### src/pd_ctl_params.svh
// Constants for the PD message control register block
`ifndef PD_CTL_PARAMS_SVH
`define PD_CTL_PARAMS_SVH

`define REG_ADDR_CTL      8'h0c
`define REG_ADDR_PDO_BASE 8'h00
`define REG_ADDR_PDO_LAST 8'h09
`define CTL_RESET         16'h0a08
`define CTL_WMASK         16'hfffb
`define BIT_HARD_RESET    15
`define BIT_CAPS_SEND     14
`define BIT_SUSPEND       13
`define BIT_COMM          12
`define BIT_UNCHUNKED     3
`define BIT_REPEAT_SEL    1
`define BIT_GATE_EN       0
`define TEMP_MAX          2'h2
`define FLD_COMPLIANCE    11:9
`define FLD_LEAKAGE       8:6
`define FLD_TEMP          5:4
`define PDO_BIT_SUSPEND   28
`define PDO_BIT_COMM      26
`define PDO_BIT_UNCHUNKED 24
`define RST_CMD           1'h0
`define RST_SUSPEND       1'h0
`define RST_COMM          1'h0
`define RST_COMPLIANCE    3'h5
`define RST_LEAKAGE       3'h0
`define RST_TEMP          2'h0
`define RST_UNCHUNKED     1'h1
`define RST_REPEAT_SEL    1'h0
`define RST_GATE_EN       1'h0

`endif

### src/pd_ctl_pkg.sv
// Types for the PD message control register block
package pd_ctl_pkg;
   typedef enum logic [2:0] {
      ST_IDLE   = 3'b000,
      ST_READY  = 3'b001,
      ST_HRST   = 3'b010,
      ST_CAPS   = 3'b011,
      ST_CAPS2  = 3'b100
   } pe_state_t;
endpackage

### src/pd_tx_if.sv
// Transmit request carrier between sequencer and top
`timescale 1ns/1ps
`default_nettype none
interface pd_tx_if;
   logic hard_reset_go;
   logic caps_go;
   logic tx_done;
   logic tx_busy;
   modport seq (output hard_reset_go, output caps_go, input tx_done, input tx_busy);
   modport top (input hard_reset_go, input caps_go, output tx_done, output tx_busy);
endinterface
`default_nettype wire

### src/pd_tx_seq.sv
// Policy-side transmit sequencer for command bits
`timescale 1ns/1ps
`default_nettype none
`include "pd_ctl_params.svh"
module pd_tx_seq
   import pd_ctl_pkg::*;
(
   input  wire logic i_mclk,        // Clock
   input  wire logic i_rst_n,       // Sync reset, low
   input  wire logic i_pe_ready,    // Policy engine in ready state
   input  wire logic i_pd20,        // PD2.0 sink attached
   input  wire logic i_repeat_sel,  // 1: send caps once
   input  wire logic i_hrst_req,    // Hard reset pending
   input  wire logic i_caps_req,    // Caps send pending
   output logic      o_hrst_clr,    // Hard reset sent pulse
   output logic      o_caps_clr,    // Caps sent pulse
   pd_tx_if.seq      tx             // To transmitter
);
   pe_state_t st_q;

   // ****************************************
   // Sequencer
   // ****************************************
   always_ff @(posedge i_mclk) begin
      if (!i_rst_n) begin
         st_q <= ST_IDLE;
      end else begin
         case (st_q)
            ST_IDLE: begin
               if (i_hrst_req && !tx.tx_busy) begin
                  st_q <= ST_HRST;
               end else if (i_caps_req && i_pe_ready && !tx.tx_busy) begin
                  st_q <= ST_CAPS; // RULE3
               end
            end
            ST_HRST: begin
               if (tx.tx_done) begin
                  st_q <= ST_IDLE;
               end
            end
            ST_CAPS: begin
               if (tx.tx_done) begin
                  st_q <= (i_pd20 && !i_repeat_sel) ? ST_CAPS2 : ST_IDLE; // RULE13
               end
            end
            ST_CAPS2: begin
               if (tx.tx_done) begin
                  st_q <= ST_IDLE;
               end
            end
            default: st_q <= ST_IDLE;
         endcase
      end
   end

   assign tx.hard_reset_go = (st_q == ST_HRST);
   assign tx.caps_go       = (st_q == ST_CAPS) || (st_q == ST_CAPS2);
   assign o_hrst_clr = (st_q == ST_HRST) && tx.tx_done; // RULE1
   assign o_caps_clr = (((st_q == ST_CAPS) && !(i_pd20 && !i_repeat_sel))
                        || (st_q == ST_CAPS2)) && tx.tx_done; // RULE2
endmodule
`default_nettype wire

### src/pd_source_control_register.sv
// PD message control register with command sequencing and capability fields
// Summary of operation
// RULE1 - Hard reset bit sends, then self-clears
// RULE2 - Caps send bit transmits, then self-clears
// RULE3 - Caps sent only in ready state
// RULE4 - Software sets caps send after PDO change
// RULE5 - Register zero write applies PDOs immediately
// RULE6 - Suspend flag drives fixed PDO bit 28
// RULE7 - Comm flag drives fixed PDO bit 26
// RULE8 - Compliance field resets 101b, byte 12
// RULE9 - Leakage field resets 000b, byte 13
// RULE10 - Temperature field 0..2, byte 20
// RULE11 - Unchunked flag resets one, PDO bit 24
// RULE12 - Software writes zero to bit two
// RULE13 - PD2.0: twice if select zero
// RULE14 - Gate drive enable resets disabled
// RULE15 - Writing zero cannot cancel pending command
`timescale 1ns/1ps
`default_nettype none
`include "pd_ctl_params.svh"
module pd_source_control_register
   import pd_ctl_pkg::*;
(
   input  wire logic        i_mclk,          // Clock 125 MHz
   input  wire logic        i_rst_n,         // Sync reset, low
   input  wire logic        i_reg_wr,        // Register write strobe
   input  wire logic        i_reg_rd,        // Register read strobe
   input  wire logic [7:0]  i_reg_addr,      // Register address
   input  wire logic [15:0] i_reg_wdata,     // Write data
   input  wire logic        i_pe_ready,      // Policy engine ready
   input  wire logic        i_pd20,          // PD2.0 sink attached
   input  wire logic        i_tx_done,       // Transmitter finished message
   input  wire logic        i_tx_busy,       // Transmitter busy
   output logic [15:0]      o_reg_rdata,     // Read data
   output logic             o_hard_reset_go, // Request hard reset tx
   output logic             o_caps_go,       // Request caps tx
   output logic             o_pdo_apply,     // Apply PDO config now pulse
   output logic [31:0]      o_fixed_pdo_flags, // Flag bits in fixed PDO
   output logic [2:0]       o_ext_byte12,    // Ext caps byte 12 [2:0]
   output logic [2:0]       o_ext_byte13,    // Ext caps byte 13 [2:0]
   output logic [1:0]       o_ext_byte20,    // Ext caps byte 20 [1:0]
   output logic             o_gate_drive_output // Gate drive enable
);
   logic        hard_reset_request_q;      // Hard reset command pending
   logic        caps_send_request_q;       // Caps command pending
   logic        suspend_flag_q;            // Suspend support
   logic        comm_capable_flag_q;       // Communication capable
   logic [2:0]  power_source_compliance_q; // Compliance field
   logic [2:0]  leakage_current_q;         // Leakage current field
   logic [1:0]  surface_temp_q;            // Surface temperature field
   logic        unchunked_ext_flag_q;      // Unchunked messages
   logic        caps_repeat_select_q;      // 1: single caps send
   logic        gate_drive_enable_q;       // Gate drive on
   logic [15:0] ctl_view;                  // Register as read back
   logic        hrst_clr;                  // Hard reset sent
   logic        caps_clr;                  // Caps sent
   logic        wr_ctl;                    // Write to control
   logic        wr_pdo_base;               // Write to register zero
   logic        temp_ok;                   // Temperature code legal
   pd_tx_if     tx ();

   // ****************************************
   // Write decode
   // ****************************************
   assign wr_ctl      = i_reg_wr && (i_reg_addr == `REG_ADDR_CTL);
   assign wr_pdo_base = i_reg_wr && (i_reg_addr == `REG_ADDR_PDO_BASE);
   // Code 3 is undefined, so such a write leaves the field alone
   assign temp_ok     = (i_reg_wdata[`FLD_TEMP] <= `TEMP_MAX);

   // ****************************************
   // Self-clearing command bits
   // ****************************************
   // Set beats clear, so a command rewritten as the last one leaves is kept
   always_ff @(posedge i_mclk) begin
      if (!i_rst_n) begin
         hard_reset_request_q <= `RST_CMD;
      end else if (wr_ctl && i_reg_wdata[`BIT_HARD_RESET]) begin
         hard_reset_request_q <= 1'h1; // RULE15
      end else if (hrst_clr) begin
         hard_reset_request_q <= 1'h0; // RULE1
      end
   end

   always_ff @(posedge i_mclk) begin
      if (!i_rst_n) begin
         caps_send_request_q <= `RST_CMD;
      end else if (wr_ctl && i_reg_wdata[`BIT_CAPS_SEND]) begin
         caps_send_request_q <= 1'h1; // RULE15
      end else if (caps_clr) begin
         caps_send_request_q <= 1'h0; // RULE2
      end
   end

   // ****************************************
   // Capability and option fields
   // ****************************************
   always_ff @(posedge i_mclk) begin
      if (!i_rst_n) begin
         suspend_flag_q <= `RST_SUSPEND; // RULE6
      end else if (wr_ctl) begin
         suspend_flag_q <= i_reg_wdata[`BIT_SUSPEND];
      end
   end

   always_ff @(posedge i_mclk) begin
      if (!i_rst_n) begin
         comm_capable_flag_q <= `RST_COMM; // RULE7
      end else if (wr_ctl) begin
         comm_capable_flag_q <= i_reg_wdata[`BIT_COMM];
      end
   end

   always_ff @(posedge i_mclk) begin
      if (!i_rst_n) begin
         power_source_compliance_q <= `RST_COMPLIANCE; // RULE8
      end else if (wr_ctl) begin
         power_source_compliance_q <= i_reg_wdata[`FLD_COMPLIANCE];
      end
   end

   always_ff @(posedge i_mclk) begin
      if (!i_rst_n) begin
         leakage_current_q <= `RST_LEAKAGE; // RULE9
      end else if (wr_ctl) begin
         leakage_current_q <= i_reg_wdata[`FLD_LEAKAGE];
      end
   end

   always_ff @(posedge i_mclk) begin
      if (!i_rst_n) begin
         surface_temp_q <= `RST_TEMP;
      end else if (wr_ctl && temp_ok) begin
         surface_temp_q <= i_reg_wdata[`FLD_TEMP]; // RULE10
      end
   end

   always_ff @(posedge i_mclk) begin
      if (!i_rst_n) begin
         unchunked_ext_flag_q <= `RST_UNCHUNKED; // RULE11
      end else if (wr_ctl) begin
         unchunked_ext_flag_q <= i_reg_wdata[`BIT_UNCHUNKED];
      end
   end

   always_ff @(posedge i_mclk) begin
      if (!i_rst_n) begin
         caps_repeat_select_q <= `RST_REPEAT_SEL; // RULE13
      end else if (wr_ctl) begin
         caps_repeat_select_q <= i_reg_wdata[`BIT_REPEAT_SEL];
      end
   end

   always_ff @(posedge i_mclk) begin
      if (!i_rst_n) begin
         gate_drive_enable_q <= `RST_GATE_EN; // RULE14
      end else if (wr_ctl) begin
         gate_drive_enable_q <= i_reg_wdata[`BIT_GATE_EN];
      end
   end

   // ****************************************
   // Readback
   // ****************************************
   // Reserved bit has no storage, so it always reads zero
   assign ctl_view = {hard_reset_request_q, caps_send_request_q, suspend_flag_q,
                      comm_capable_flag_q, power_source_compliance_q, leakage_current_q,
                      surface_temp_q, unchunked_ext_flag_q, 1'h0, caps_repeat_select_q,
                      gate_drive_enable_q};

   always_ff @(posedge i_mclk) begin
      if (!i_rst_n) begin
         o_reg_rdata <= 16'h0000;
      end else if (i_reg_rd) begin
         o_reg_rdata <= (i_reg_addr == `REG_ADDR_CTL) ? ctl_view : 16'h0000;
      end
   end

   // ****************************************
   // Derived outputs
   // ****************************************
   always_ff @(posedge i_mclk) begin
      if (!i_rst_n) begin
         o_pdo_apply <= 1'h0;
      end else begin
         o_pdo_apply <= wr_pdo_base; // RULE5
      end
   end

   always_ff @(posedge i_mclk) begin
      if (!i_rst_n) begin
         o_fixed_pdo_flags <= 32'h0000_0000;
      end else begin
         o_fixed_pdo_flags                     <= 32'h0000_0000;
         o_fixed_pdo_flags[`PDO_BIT_SUSPEND]   <= suspend_flag_q;       // RULE6
         o_fixed_pdo_flags[`PDO_BIT_COMM]      <= comm_capable_flag_q;  // RULE7
         o_fixed_pdo_flags[`PDO_BIT_UNCHUNKED] <= unchunked_ext_flag_q; // RULE11
      end
   end

   always_ff @(posedge i_mclk) begin
      if (!i_rst_n) begin
         o_ext_byte12 <= 3'h0;
      end else begin
         o_ext_byte12 <= power_source_compliance_q; // RULE8
      end
   end

   always_ff @(posedge i_mclk) begin
      if (!i_rst_n) begin
         o_ext_byte13 <= 3'h0;
      end else begin
         o_ext_byte13 <= leakage_current_q; // RULE9
      end
   end

   always_ff @(posedge i_mclk) begin
      if (!i_rst_n) begin
         o_ext_byte20 <= 2'h0;
      end else begin
         o_ext_byte20 <= surface_temp_q; // RULE10
      end
   end

   always_ff @(posedge i_mclk) begin
      if (!i_rst_n) begin
         o_gate_drive_output <= 1'h0;
      end else begin
         o_gate_drive_output <= gate_drive_enable_q; // RULE14
      end
   end

   always_ff @(posedge i_mclk) begin
      if (!i_rst_n) begin
         o_hard_reset_go <= 1'h0;
         o_caps_go       <= 1'h0;
      end else begin
         o_hard_reset_go <= tx.hard_reset_go;
         o_caps_go       <= tx.caps_go;
      end
   end

   assign tx.tx_done = i_tx_done;
   assign tx.tx_busy = i_tx_busy;

   pd_tx_seq u_seq (
      .i_mclk       (i_mclk),
      .i_rst_n      (i_rst_n),
      .i_pe_ready   (i_pe_ready),
      .i_pd20       (i_pd20),
      .i_repeat_sel (caps_repeat_select_q),
      .i_hrst_req   (hard_reset_request_q),
      .i_caps_req   (caps_send_request_q),
      .o_hrst_clr   (hrst_clr),
      .o_caps_clr   (caps_clr),
      .tx           (tx.seq)
   );
endmodule
`default_nettype wire

### config.mk
export PLATFORM = sky130hd
export DESIGN_NAME = pd_source_control_register
export DESIGN_NICKNAME = d
export VERILOG_FILES = /design/src/pd_ctl_pkg.sv /design/src/pd_tx_if.sv /design/src/pd_tx_seq.sv /design/src/pd_source_control_register.sv
export VERILOG_INCLUDE_DIRS = /design/src
export SDC_FILE = /design/constraint.sdc
export NUM_CORES = 1
export LEC_CHECK = 0
export ABC_AREA = 1
export BUFFER_PORTS_ARGS = -buffer_cell sky130_fd_sc_hd__buf_2
export CAP_MARGIN = 20
export CORE_ASPECT_RATIO = 0.6
export CORE_MARGIN = 3
export CORE_UTILIZATION = 42
export CTS_CLUSTER_SIZE = 20
export DETAILED_ROUTE_END_ITERATION = 7
export PLACE_DENSITY = 0.7
export REMOVE_ABC_BUFFERS = 1
export SLEW_MARGIN = 20
export SYNTH_ARGS = -nofsm -noshare
export SYNTH_HDL_FRONTEND = slang
export SYNTH_SLANG_ARGS = --single-unit
### constraint.sdc
create_clock -name i_mclk -period 1.5 [get_ports i_mclk]
set_input_delay 0.15 -clock i_mclk [delete_from_list [all_inputs] [get_ports i_mclk]]
set_output_delay 0.15 -clock i_mclk [all_outputs]
set_load 0.03 [all_outputs]
==> results of run 1 <==
==> power groups by stage <==
stage               Combinational (W)  Sequential (W)  Clock, W
detailed placement           0.000514         0.00140         0
CTS                          0.000516         0.00137  0.000937
global route                 0.000570         0.00138  0.000980
floorplan                    0.000288         0.00147         0
finish                       0.000522         0.00137  0.000910
global placement             0.000509         0.00140         0
==> worst max-delay path, cell delays in order, from the launching register on <==
cell	delay [ns]
dfxtp_1	0.35
inv_1	0.10
nand2_1	0.05
nor2_1	0.18
nand3_1	0.11
nand2_1	0.16
nand2_1	0.07
nand2_1	0.06
nor2_1	0.04
==> synthesized netlist by cell type <==
cell type  number  share of area, %
a21oi_1        27               6.9
buf_2           4               1.0
buf_4          31                12
buf_6           2               1.1
clkbuf_1        4              0.76
conb_1          1              0.19
dfxtp_1        48                49
inv_1          24               4.6
nand2_1        58                11
nand3_1        17               4.3
nor2_1         16               3.1
nor2_4          1              0.57
nor3_1          3              0.76
nor4b_1         1              0.45
o21ai_0        17               4.3
==> worst paths after layout <==
path | to | slack, ns
worst min-delay path | caps_send_request_q$_SDFFE_PN0P_ | 0.05
worst max register to register | u_seq.st_q[1]$_SDFFE_PN0P_ | 0.27
worst max-delay path | u_seq.st_q[1]$_SDFFE_PN0P_ | 0.27
worst min register to register | o_ext_byte20[1]$_SDFF_PN0_ | 0.45
==> area by class of cell <==
type	count	area, sq um
clock buffer	6	72.57
clock inverter	2	35.03
fill	432	1994
inverter	24	90.09
multi-input combinational	170	730.7
sequential	48	960.9
tap	60	75.07
timing repair buffer	64	342.8
==> flip-flops by register name (all words and copies together), names as in the netlist, 2 cells and up <==
name                       cells
leakage_current_q              3
power_source_compliance_q      3
o_ext_byte20                   2
surface_temp_q                 2
o_ext_byte12                   3
o_reg_rdata                   15
o_ext_byte13                   3
u_seq.st_q                     3
o_fixed_pdo_flags              3
==> kinds of logic after synthesis <==
kind of cell | after synthesis | share of synthesized area [%]
flip-flops | 48 | 48.95
other | 1 | 0.1910
AO/OA/AOI/OAI | 44 | 11.22
AND/OR/NAND/NOR | 96 | 20.27
buffers and inverters | 65 | 19.38
==> metrics by stage <==
step           area [sq um]  hold WS, ns  std cells  total power [W]  setup WS (ns)
3_3_place_gp           2200       0.3525        366         0.001907         0.1964
5_1_grt                2307      0.03546        374         0.002929         0.1892
2_1_floorplan          1782       0.2346        242         0.001758         0.2029
4_1_cts                2307      0.03757        374         0.002823         0.3051
6_report               2307      0.04565        374         0.002802         0.2697
3_5_place_dp           2200       0.3547        366         0.001914         0.1475
==> placed cells by master (no fill, tap or decap), types with 3 or more instances in the layout <==
master,netlist,layout
buf_4,31,3
o21ai_0,17,17
nand2_1,58,58
inv_1,24,24
a21oi_1,27,27
buf_2,4,60
conb_1,1,30
nor3_1,3,3
nor2_1,16,16
clkbuf_8,0,5
dfxtp_1,48,48
nand3_1,17,17
==> metal layers <==
metal,GRT usage [%],up-vias
met2,19.76,68
met1,22.29,704
met4,5.556,0
met3,5.619,6
li1,-,858
met5,0,-
==> impl_metrics.env, run 1 <==
export IMPL_hold_violations=0
export IMPL_total_leakage_power_nw=1.213
export IMPL_diodes=0
export IMPL_io_buffers=60
export IMPL_cts_made_buffers=5
export IMPL_cts_reportedPaths_clkPinSlew_ns=0.08
export IMPL_die_y_microns=58.96
export IMPL_fin_util_pct=53.64
export IMPL_switching_share_pct=29.71
export IMPL_setup_tns_ns=0
export IMPL_skew_ns=0.003437
export IMPL_fp_dieW_microns=94.26
export IMPL_rsz0062_at_grt="false"
export IMPL_cts_resized=0
export IMPL_power_frac_comb_pct=18.6
export IMPL_power_share_sequential_pct=48.9
export IMPL_setup_viol_count_final=0
export IMPL_cts_tree="built"
export IMPL_min_from="i_reg_wdata[14]"
export IMPL_peakVddDrop_mv=0.4479
export IMPL_insertion_delay_ns=0.30
export IMPL_cp_startpoint="u_seq.st_q[0]$_SDFFE_PN0P_"
export IMPL_grt_antenna_before_repair=0
export IMPL_fmax_mhz=812.8
export IMPL_dp_hpwl_microns=3118
export IMPL_rr_worst_depth=8
export IMPL_worstPathRequired_ns=1.70
export IMPL_core_area_sq_um=4302
export IMPL_pin_count=92
export IMPL_wl_met2_microns=1566
export IMPL_clock_sinks=48
export IMPL_status="complete, no violations"
export IMPL_grt_pass1_vias=1398
export IMPL_post_route_period_util_pct=82.02
export IMPL_firstDrtPassIters=4
export IMPL_synth_seq_cells=48
export IMPL_maxCapViolations=0
export IMPL_p_sw_w=0.0008326
export IMPL_critPathMaxFanout=5
export IMPL_layout_drive_gt1_share_pct=22.93
export IMPL_initial_utilization_pct=45.64
export IMPL_ant_nets=0
export IMPL_worst_setup_path_end_kind="register"
export IMPL_nNetsFinal=345
export IMPL_synthToLayoutAreaGrowth_pct=17.53
export IMPL_drc=0
export IMPL_rows=18
export IMPL_postSynthCellCount=254
export IMPL_grt_use_total_pct=15.11
export IMPL_wl_met3_microns=408
export IMPL_yosysUniqueCellTypes=15
export IMPL_synth_seq_area_share_pct=48.95
export IMPL_power_density_nw_per_um2=1215
export IMPL_met1Wirelength_microns=2098
export IMPL_r2r_start="u_seq.st_q[0]$_SDFFE_PN0P_"
export IMPL_crit_type="register to register"
export IMPL_h_tree_depth=2
export IMPL_routedWlPerCell_microns=11.02
export IMPL_grt_pass1_wl_microns=6451
export IMPL_syn_avg_cell_area_sq_um=7.729
export IMPL_drt_iter0_drc=56
export IMPL_clock_power_share_pct=32.5
export IMPL_synth_cell_area_sq_um=1963
export IMPL_num_vias=1636
export IMPL_grt_overflow=0
export IMPL_crit_path_start_kind="register"
export IMPL_yosys_warnings=0
export IMPL_drt_wl_total_microns=4120
export IMPL_cts_root_buffer_cell="clkbuf_8"
export IMPL_gp_routability_congestion=0.7348
export IMPL_holdPathStages=3
export IMPL_viasPerCell=4.374
export IMPL_die_area_sq_um=5557
export IMPL_period_needed_ns=1.230
export IMPL_postCtsSetupRepairBufs=0
export IMPL_hold_buffers=0
export IMPL_drv_slew=0
export IMPL_arrival_ns=1.43
export IMPL_hp_class="input pin to register"
export IMPL_grt_max_degree=31
export IMPL_cts_buffer_depth=2
export IMPL_p_int_w=0.001970
export IMPL_routed_top_layer="met4"
Note: power is estimated with default switching activity, not from simulation.
==> run 2: changes to the inputs <==
ABC_AREA = 0   (was 1)
PLACE_DENSITY = 0.72   (was 0.7)
clock period = 1.1 ns   (was 1.5 ns; I/O delays follow)
==> run 2 against run 1 <==
  * The flow now finishes with violations (negative setup slack)
  * Area after synthesis rose by 8.1%
  * Setup slack got worse by 0.33 ns
  * Critical path depth down 5
  * First-iteration DRC count increased by 23%
  * Via count increased by 9.2%
  * Flip-flop and latch count unchanged
  * Power is 21% higher
  * Combinational power down 25%
  * Clock power grew 40%
  * Clock skew rose by 0.010 ns
==> impl_metrics.env, run 2 <==
export IMPL_synth_edf_count=0
export IMPL_die_area_sq_um=5970
export IMPL_rsz0062_at_grt="true"
export IMPL_gp_routability_congestion=0.8327
export IMPL_h_tree_depth=2
export IMPL_synth_compound_area_share_pct=13.56
export IMPL_power_density_nw_per_um2=1258
export IMPL_yosysUniqueCellTypes=43
export IMPL_postSynthCellCount=228
export IMPL_cts_buffer_depth=2
export IMPL_yosysTopAreaCell="dfxtp_1"
export IMPL_drt_wl_total_microns=5223
export IMPL_fillers=446
export IMPL_routed_top_layer="met4"
export IMPL_grt_use_total_pct=16.26
export IMPL_routedWlPerCell_microns=14.27
export IMPL_mostFrequentLayoutCell="buf_2"
export IMPL_synth_top_flop_cell="dfxtp_1"
export IMPL_setup_viol_count_final=2
export IMPL_synth_seq_area_share_pct=45.28
export IMPL_grt_pass1_vias=1592
export IMPL_peakVddDrop_mv=0.5598
export IMPL_synth_area_mux_share_pct=0
export IMPL_fmax_mhz=865.3
export IMPL_layout_drive_gt1_share_pct=35.64
export IMPL_io_buffers=60
export IMPL_synth_fa_ha_area_share_pct=0
export IMPL_synth_xor_area_share_pct=0.4127
export IMPL_arrival_ns=1.38
export IMPL_grt_pass1_wl_microns=7617
export IMPL_hp_class="input pin to register"
export IMPL_wl_met2_microns=2367
export IMPL_hold_violations=0
export IMPL_ant_nets=0
export IMPL_slowest_stage="dfxtp_4"
export IMPL_yosys_warnings=0
export IMPL_firstDrtPassIters=4
export IMPL_met1Wirelength_microns=2403
export IMPL_cp_cell_sequence="or3_4 -> o22ai_2 -> nor3b_2"
export IMPL_fp_dieW_microns=97.77
export IMPL_grt_overflow=0
export IMPL_power_w=0.003399
export IMPL_nNetsFinal=334
export IMPL_num_vias=1786
export IMPL_pre_cts_ws_ns=-0.3023
export IMPL_crit_type="register to register"
export IMPL_synth_cell_area_sq_um=2122
export IMPL_synthToLayoutAreaGrowth_pct=27.36
export IMPL_cts_root_buffer_cell="clkbuf_8"
export IMPL_cp_num_buf_inv=0
export IMPL_grt_max_degree=31
export IMPL_skew_ns=0.01351
export IMPL_maxCapViolations=0
export IMPL_worst_setup_path_end_kind="register"
export IMPL_largest_reg_flops=15
export IMPL_total_leakage_power_nw=1.215
export IMPL_synth_top_cell_area_share_pct=45.28
export IMPL_drt_iter0_drc=69
export IMPL_syn_avg_cell_area_sq_um=9.307
export IMPL_place_inst=353
export IMPL_top_register="o_reg_rdata"
export IMPL_period_needed_ns=1.156
export IMPL_cts_reportedPaths_clkPinSlew_ns=0.09
export IMPL_insertion_delay_ns=0.31
export IMPL_post_layout_nonfiller_instances=366
export IMPL_synth_most_common_cell="dfxtp_1"
export IMPL_viasPerCell=4.880
export IMPL_initial_utilization_pct=44.86
export IMPL_fin_ws_ns=-0.05570
export IMPL_drc=0
export IMPL_critPathMaxFanout=8
export IMPL_crit_path_start_kind="register"
export IMPL_fin_util_pct=57.13
export IMPL_clock_sinks=48
export IMPL_post_route_period_util_pct=105.1
export IMPL_rows=19
export IMPL_final_cell_mix="buf_2, dfxtp_1, conb_1"
export IMPL_grt_antenna_before_repair=0
export IMPL_drv_slew=0
export IMPL_synth_seq_cells=48
export IMPL_synth_top_family_by_area="simple AND/OR/NAND/NOR gates"
export IMPL_status="finished with violations"
export IMPL_fin_hold_ws_ns=0.03354
export IMPL_core_area_sq_um=4731
export IMPL_diodes=0
export IMPL_synth_area_leaders="dfxtp_1, buf_4, nand4_1"
export IMPL_worstPathRequired_ns=1.32
export IMPL_wl_met3_microns=419
export IMPL_die_y_microns=61.06
export IMPL_cts_tree="built"
export IMPL_violations="negative setup slack"
export IMPL_synthSimpleGateAreaFrac_pct=23.82
export IMPL_crit_family="simple AND/OR/NAND/NOR gates"
export IMPL_synthArstFlopShare_pct=0
export IMPL_synth_common_cells="dfxtp_1, buf_4, a21oi_1, nand4_1, nand2b_1"
export IMPL_cts_made_buffers=5
export IMPL_dp_hpwl_microns=3651
export IMPL_pin_count=92
export IMPL_cpPeakStageDelay_ns=0.38
==> run 2: changes by cell type after synthesis, sizes merged, moves of 6 or more <==
| cell | change |
|---|---|
| a21oi | -7 |
| inv | -14 |
| nand4 | +20 |
| clkbuf | +8 |
| nor4 | +6 |
| nand3 | -16 |
| nand2b | +15 |
| nand2 | -49 |
| and2 | +7 |
| nor2 | -15 |
| o21ai | -12 |
==> run 2: final timing paths <==
path                                            end  depth (start not counted)  slack, ns                                       from
setup / recovery         u_seq.st_q[1]$_SDFFE_PN0P_                          3      -0.06                 u_seq.st_q[1]$_SDFFE_PN0P_
hold / removal    leakage_current_q[2]$_SDFFE_PN0P_                          3       0.03                             i_reg_wdata[8]
setup reg to reg         u_seq.st_q[1]$_SDFFE_PN0P_                          3      -0.06                 u_seq.st_q[1]$_SDFFE_PN0P_
hold reg to reg          o_ext_byte12[1]$_SDFF_PN0_                          2       0.46  power_source_compliance_q[1]$_SDFFE_PN0P_
==> run 2: repair_timing <==
action,CTS,global route
cloned,0,0
buffers inserted,2,1
resized for setup,5,11
hold endpoints to repair,0,1
hold buffers,0,2
setup endpoints to repair,3,12
pin swaps,2,9
==> run 2: layout make-up <==
class / count / area, sq um / area share, %
multi-input combinational: 151 / 970.9 / 35.93
clock buffer: 5 / 68.82 / 2.546
sequential: 48 / 969.7 / 35.88
timing repair buffer: 86 / 534.3 / 19.77
inverter: 10 / 37.54 / 1.389
clock inverter: 3 / 42.54 / 1.574
tap: 63 / 78.83 / 2.917
==> run 2: stage by stage <==
step           cell area (sq um)  setup TNS, ns
2_1_floorplan               1913         -43.97
3_3_place_gp                2490         -5.529
3_5_place_dp                2490         -6.256
4_1_cts                     2628              0
5_1_grt                     2703        -0.3580
6_report                    2703       -0.08735
==> run 2: logic make-up after synthesis <==
kind of cell              Yosys count
buffers and inverters              58
and+or+nand+nor                    75
DFF                                48
other                               1
AOI/OAI and AO/OA                  45
xor gates and xnor gates            1
==> run 2: worst reg2reg max path, cell delays in order (launching register included) <==
cell     delay [ns]
dfxtp_4        0.38
or3_4          0.38
o22ai_2        0.15
nor3b_2        0.18
==> run 2: power breakdown <==
group | switching, W | total (W) | internal [W]
Combinational | 0.000275 | 0.000394 | 0.000118
Sequential | 0.00000187 | 0.00174 | 0.00174
Clock | 0.000592 | 0.00127 | 0.000673
==> run 2: per-layer routing <==
| layer | global-route usage, % | vias up |
|---|---|---|
| met3 | 5.656 | 5 |
| met5 | 0 | - |
| li1 | - | 891 |
| met2 | 24.44 | 66 |
| met1 | 22.52 | 824 |
| met4 | 4.734 | 0 |
==> run 3: changes to the inputs <==
PLACE_DENSITY = 0.75   (was 0.72)
==> run 3 against run 2 <==
  * The flow still finishes with violations (negative setup slack)
  * Cell count grew 1.4%
  * Non-clock buffer count grew 6
  * Setup slack gained 0.020 ns
  * Sequential power is essentially flat
  * Via count grew 3.2%
==> impl_metrics.env, run 3 (synthesis results as in run 2) <==
export IMPL_crit_family="compound AO/OA/AOI/OAI gates"
export IMPL_peakVddDrop_mv=0.6055
export IMPL_post_route_period_util_pct=103.2
export IMPL_gp_routability_congestion=0.8053
export IMPL_fin_util_pct=57.15
export IMPL_dp_hpwl_microns=3833
export IMPL_setup_viol_count_final=1
export IMPL_pre_cts_ws_ns=-0.2799
export IMPL_initial_utilization_pct=44.86
export IMPL_switching_share_pct=26.59
export IMPL_mostFrequentLayoutCell="buf_2"
export IMPL_min_to="suspend_flag_q$_SDFFE_PN0P_"
export IMPL_insertion_delay_ns=0.29
export IMPL_routedWlPerCell_microns=13.83
export IMPL_holdPathStages=2
export IMPL_drc=0
export IMPL_dpl_instance_area_sq_um=2537
export IMPL_power_w=0.003123
export IMPL_violations="negative setup slack"
export IMPL_cpPeakStageDelay_ns=0.35
export IMPL_cts_made_buffers=5
export IMPL_firstDrtPassIters=4
export IMPL_hold_buffers=0
export IMPL_viasPerCell=4.970
export IMPL_slowest_stage="dfxtp_2"
export IMPL_cts_tree="built"
export IMPL_setup_tns_ns=-0.03561
export IMPL_cp_cell_sequence="buf_6 -> buf_6 -> o41ai_2 -> a21oi_1"
export IMPL_clock_sinks=48
export IMPL_power_density_nw_per_um2=1155
export IMPL_drt_iter0_drc=77
export IMPL_cp_num_buf_inv=2
export IMPL_cts_reportedPaths_clkPinSlew_ns=0.09
export IMPL_period_needed_ns=1.136
export IMPL_core_area_sq_um=4731
export IMPL_skew_ns=0.009324
export IMPL_worst_setup_path_end_kind="register"
export IMPL_crit_path_start_kind="register"
export IMPL_crit_type="register to register"
export IMPL_power_share_sequential_pct=55.8
export IMPL_top_register="o_reg_rdata"
export IMPL_rsz0062_at_grt="true"
export IMPL_final_cell_mix="buf_2, dfxtp_1, conb_1"
export IMPL_fmax_mhz=880.6
export IMPL_nNetsFinal=340
export IMPL_cpMostUsedCell="buf_6"
export IMPL_arrival_ns=1.32
export IMPL_grt_overflow=0
export IMPL_critPathMaxFanout=4
export IMPL_cts_buffer_depth=2
export IMPL_die_area_sq_um=5970
export IMPL_r2r_slack_ns=-0.04
export IMPL_final_cell_area_sq_um=2704
export IMPL_p_sw_w=0.0008303
export IMPL_grt_pass1_vias=1667
export IMPL_r2r_end="hard_reset_request_q$_SDFFE_PN0P_"
export IMPL_h_tree_depth=2
export IMPL_io_buffers=60
export IMPL_hp_class="input pin to register"
export IMPL_drv_slew=0
export IMPL_p_int_w=0.002292
export IMPL_r2r_start="u_seq.st_q[2]$_SDFFE_PN0P_"
export IMPL_hold_violations=0
export IMPL_drt_wl_total_microns=5132
export IMPL_min_from="i_reg_wdata[13]"
export IMPL_diodes=0
export IMPL_clock_power_share_pct=31.5
export IMPL_status="finished with violations"
export IMPL_total_leakage_power_nw=1.233
export IMPL_worstPathRequired_ns=1.28
export IMPL_power_frac_comb_pct=12.7
export IMPL_fillers=430
export IMPL_layout_drive_gt1_share_pct=37.01
export IMPL_pin_count=92
export IMPL_synthToLayoutAreaGrowth_pct=27.42
export IMPL_ant_nets=0
export IMPL_fin_ws_ns=-0.03561
export IMPL_cts_root_buffer_cell="clkbuf_8"
export IMPL_rr_worst_depth=4
export IMPL_grt_use_total_pct=16.57
export IMPL_grt_max_degree=31
export IMPL_largest_reg_flops=15
export IMPL_maxCapViolations=0
export IMPL_num_vias=1844
export IMPL_grt_pass1_wl_microns=7845
export IMPL_die_y_microns=61.06
export IMPL_fp_dieW_microns=97.77
export IMPL_grt_antenna_before_repair=0
export IMPL_rows=19
-- run 3: changes by cell type in the layout (fill, tap and decap cells not counted), sizes merged --
| cell | delta |
|---|---|
| bufinv | -1 |
| dlygate4sd3 | -2 |
| buf | +8 |
| clkinvlp | -1 |
| clkbuf | +1 |
-- run 3: worst max path at each step --
| stage | depth (start not counted) | startpoint | to |
|---|---|---|---|
| final | 4 | u_seq.st_q[2]$_SDFFE_PN0P_ | hard_reset_request_q$_SDFFE_PN0P_ |
| after global routing | 3 | u_seq.st_q[0]$_SDFFE_PN0P_ | u_seq.st_q[1]$_SDFFE_PN0P_ |
| after CTS | 4 | u_seq.st_q[2]$_SDFFE_PN0P_ | hard_reset_request_q$_SDFFE_PN0P_ |
| after detailed placement | 4 | i_reg_addr[1] | power_source_compliance_q[2]$_SDFFE_PN1P_ |
| after global placement | 4 | i_reg_addr[1] | power_source_compliance_q[2]$_SDFFE_PN1P_ |
| after floorplan | 3 | i_reg_addr[0] | comm_capable_flag_q$_SDFFE_PN0P_ |
-- run 3: timing repair --
action / in CTS / in global routing
gates cloned: 0 / 0
setup buffers: 0 / 3
pin swaps: 0 / 11
setup endpoints to repair: 3 / 11
gates resized for setup: 4 / 13
-- run 3: power by group through the flow --
stage	combinational (W)	clock, W	sequential (W)
floorplan	0.000193	0	0.00180
global placement	0.000383	0	0.00179
detailed placement	0.000386	0	0.00179
CTS	0.000387	0.00100	0.00174
global route	0.000423	0.00108	0.00174
finish	0.000395	0.000985	0.00174
-- run 3: metal layers --
layer  track usage, %  routed length (microns)  share of wire, %  vias to the layer above
li1                 -                        -                 -                      908
met1            22.66                     2425                47                      858
met2            25.51                     2276                44                       73
met3            5.543                      397               7.7                        5
met4            4.734                       33              0.64                        0
met5                0                        0                 0                        -
-- run 3: cell type report --
cell class / count / area (sq um) / share of cell area (%)
multi-input cells: 151 / 970.9 / 35.91
clock buffers: 6 / 72.57 / 2.684
well taps: 63 / 78.83 / 2.915
clock inverters: 1 / 5.005 / 0.1851
inverters: 10 / 37.54 / 1.388
flip-flops and latches: 48 / 967.2 / 35.77
repair buffers: 92 / 571.8 / 21.15
-- run 3: per-stage QoR --
stage	hold WS (ns)	instances
3_3_place_gp	0.3577	361
3_5_place_dp	0.3807	361
6_report	0.06297	371
2_1_floorplan	0.1866	209
5_1_grt	0.06455	371
4_1_cts	0.05796	368
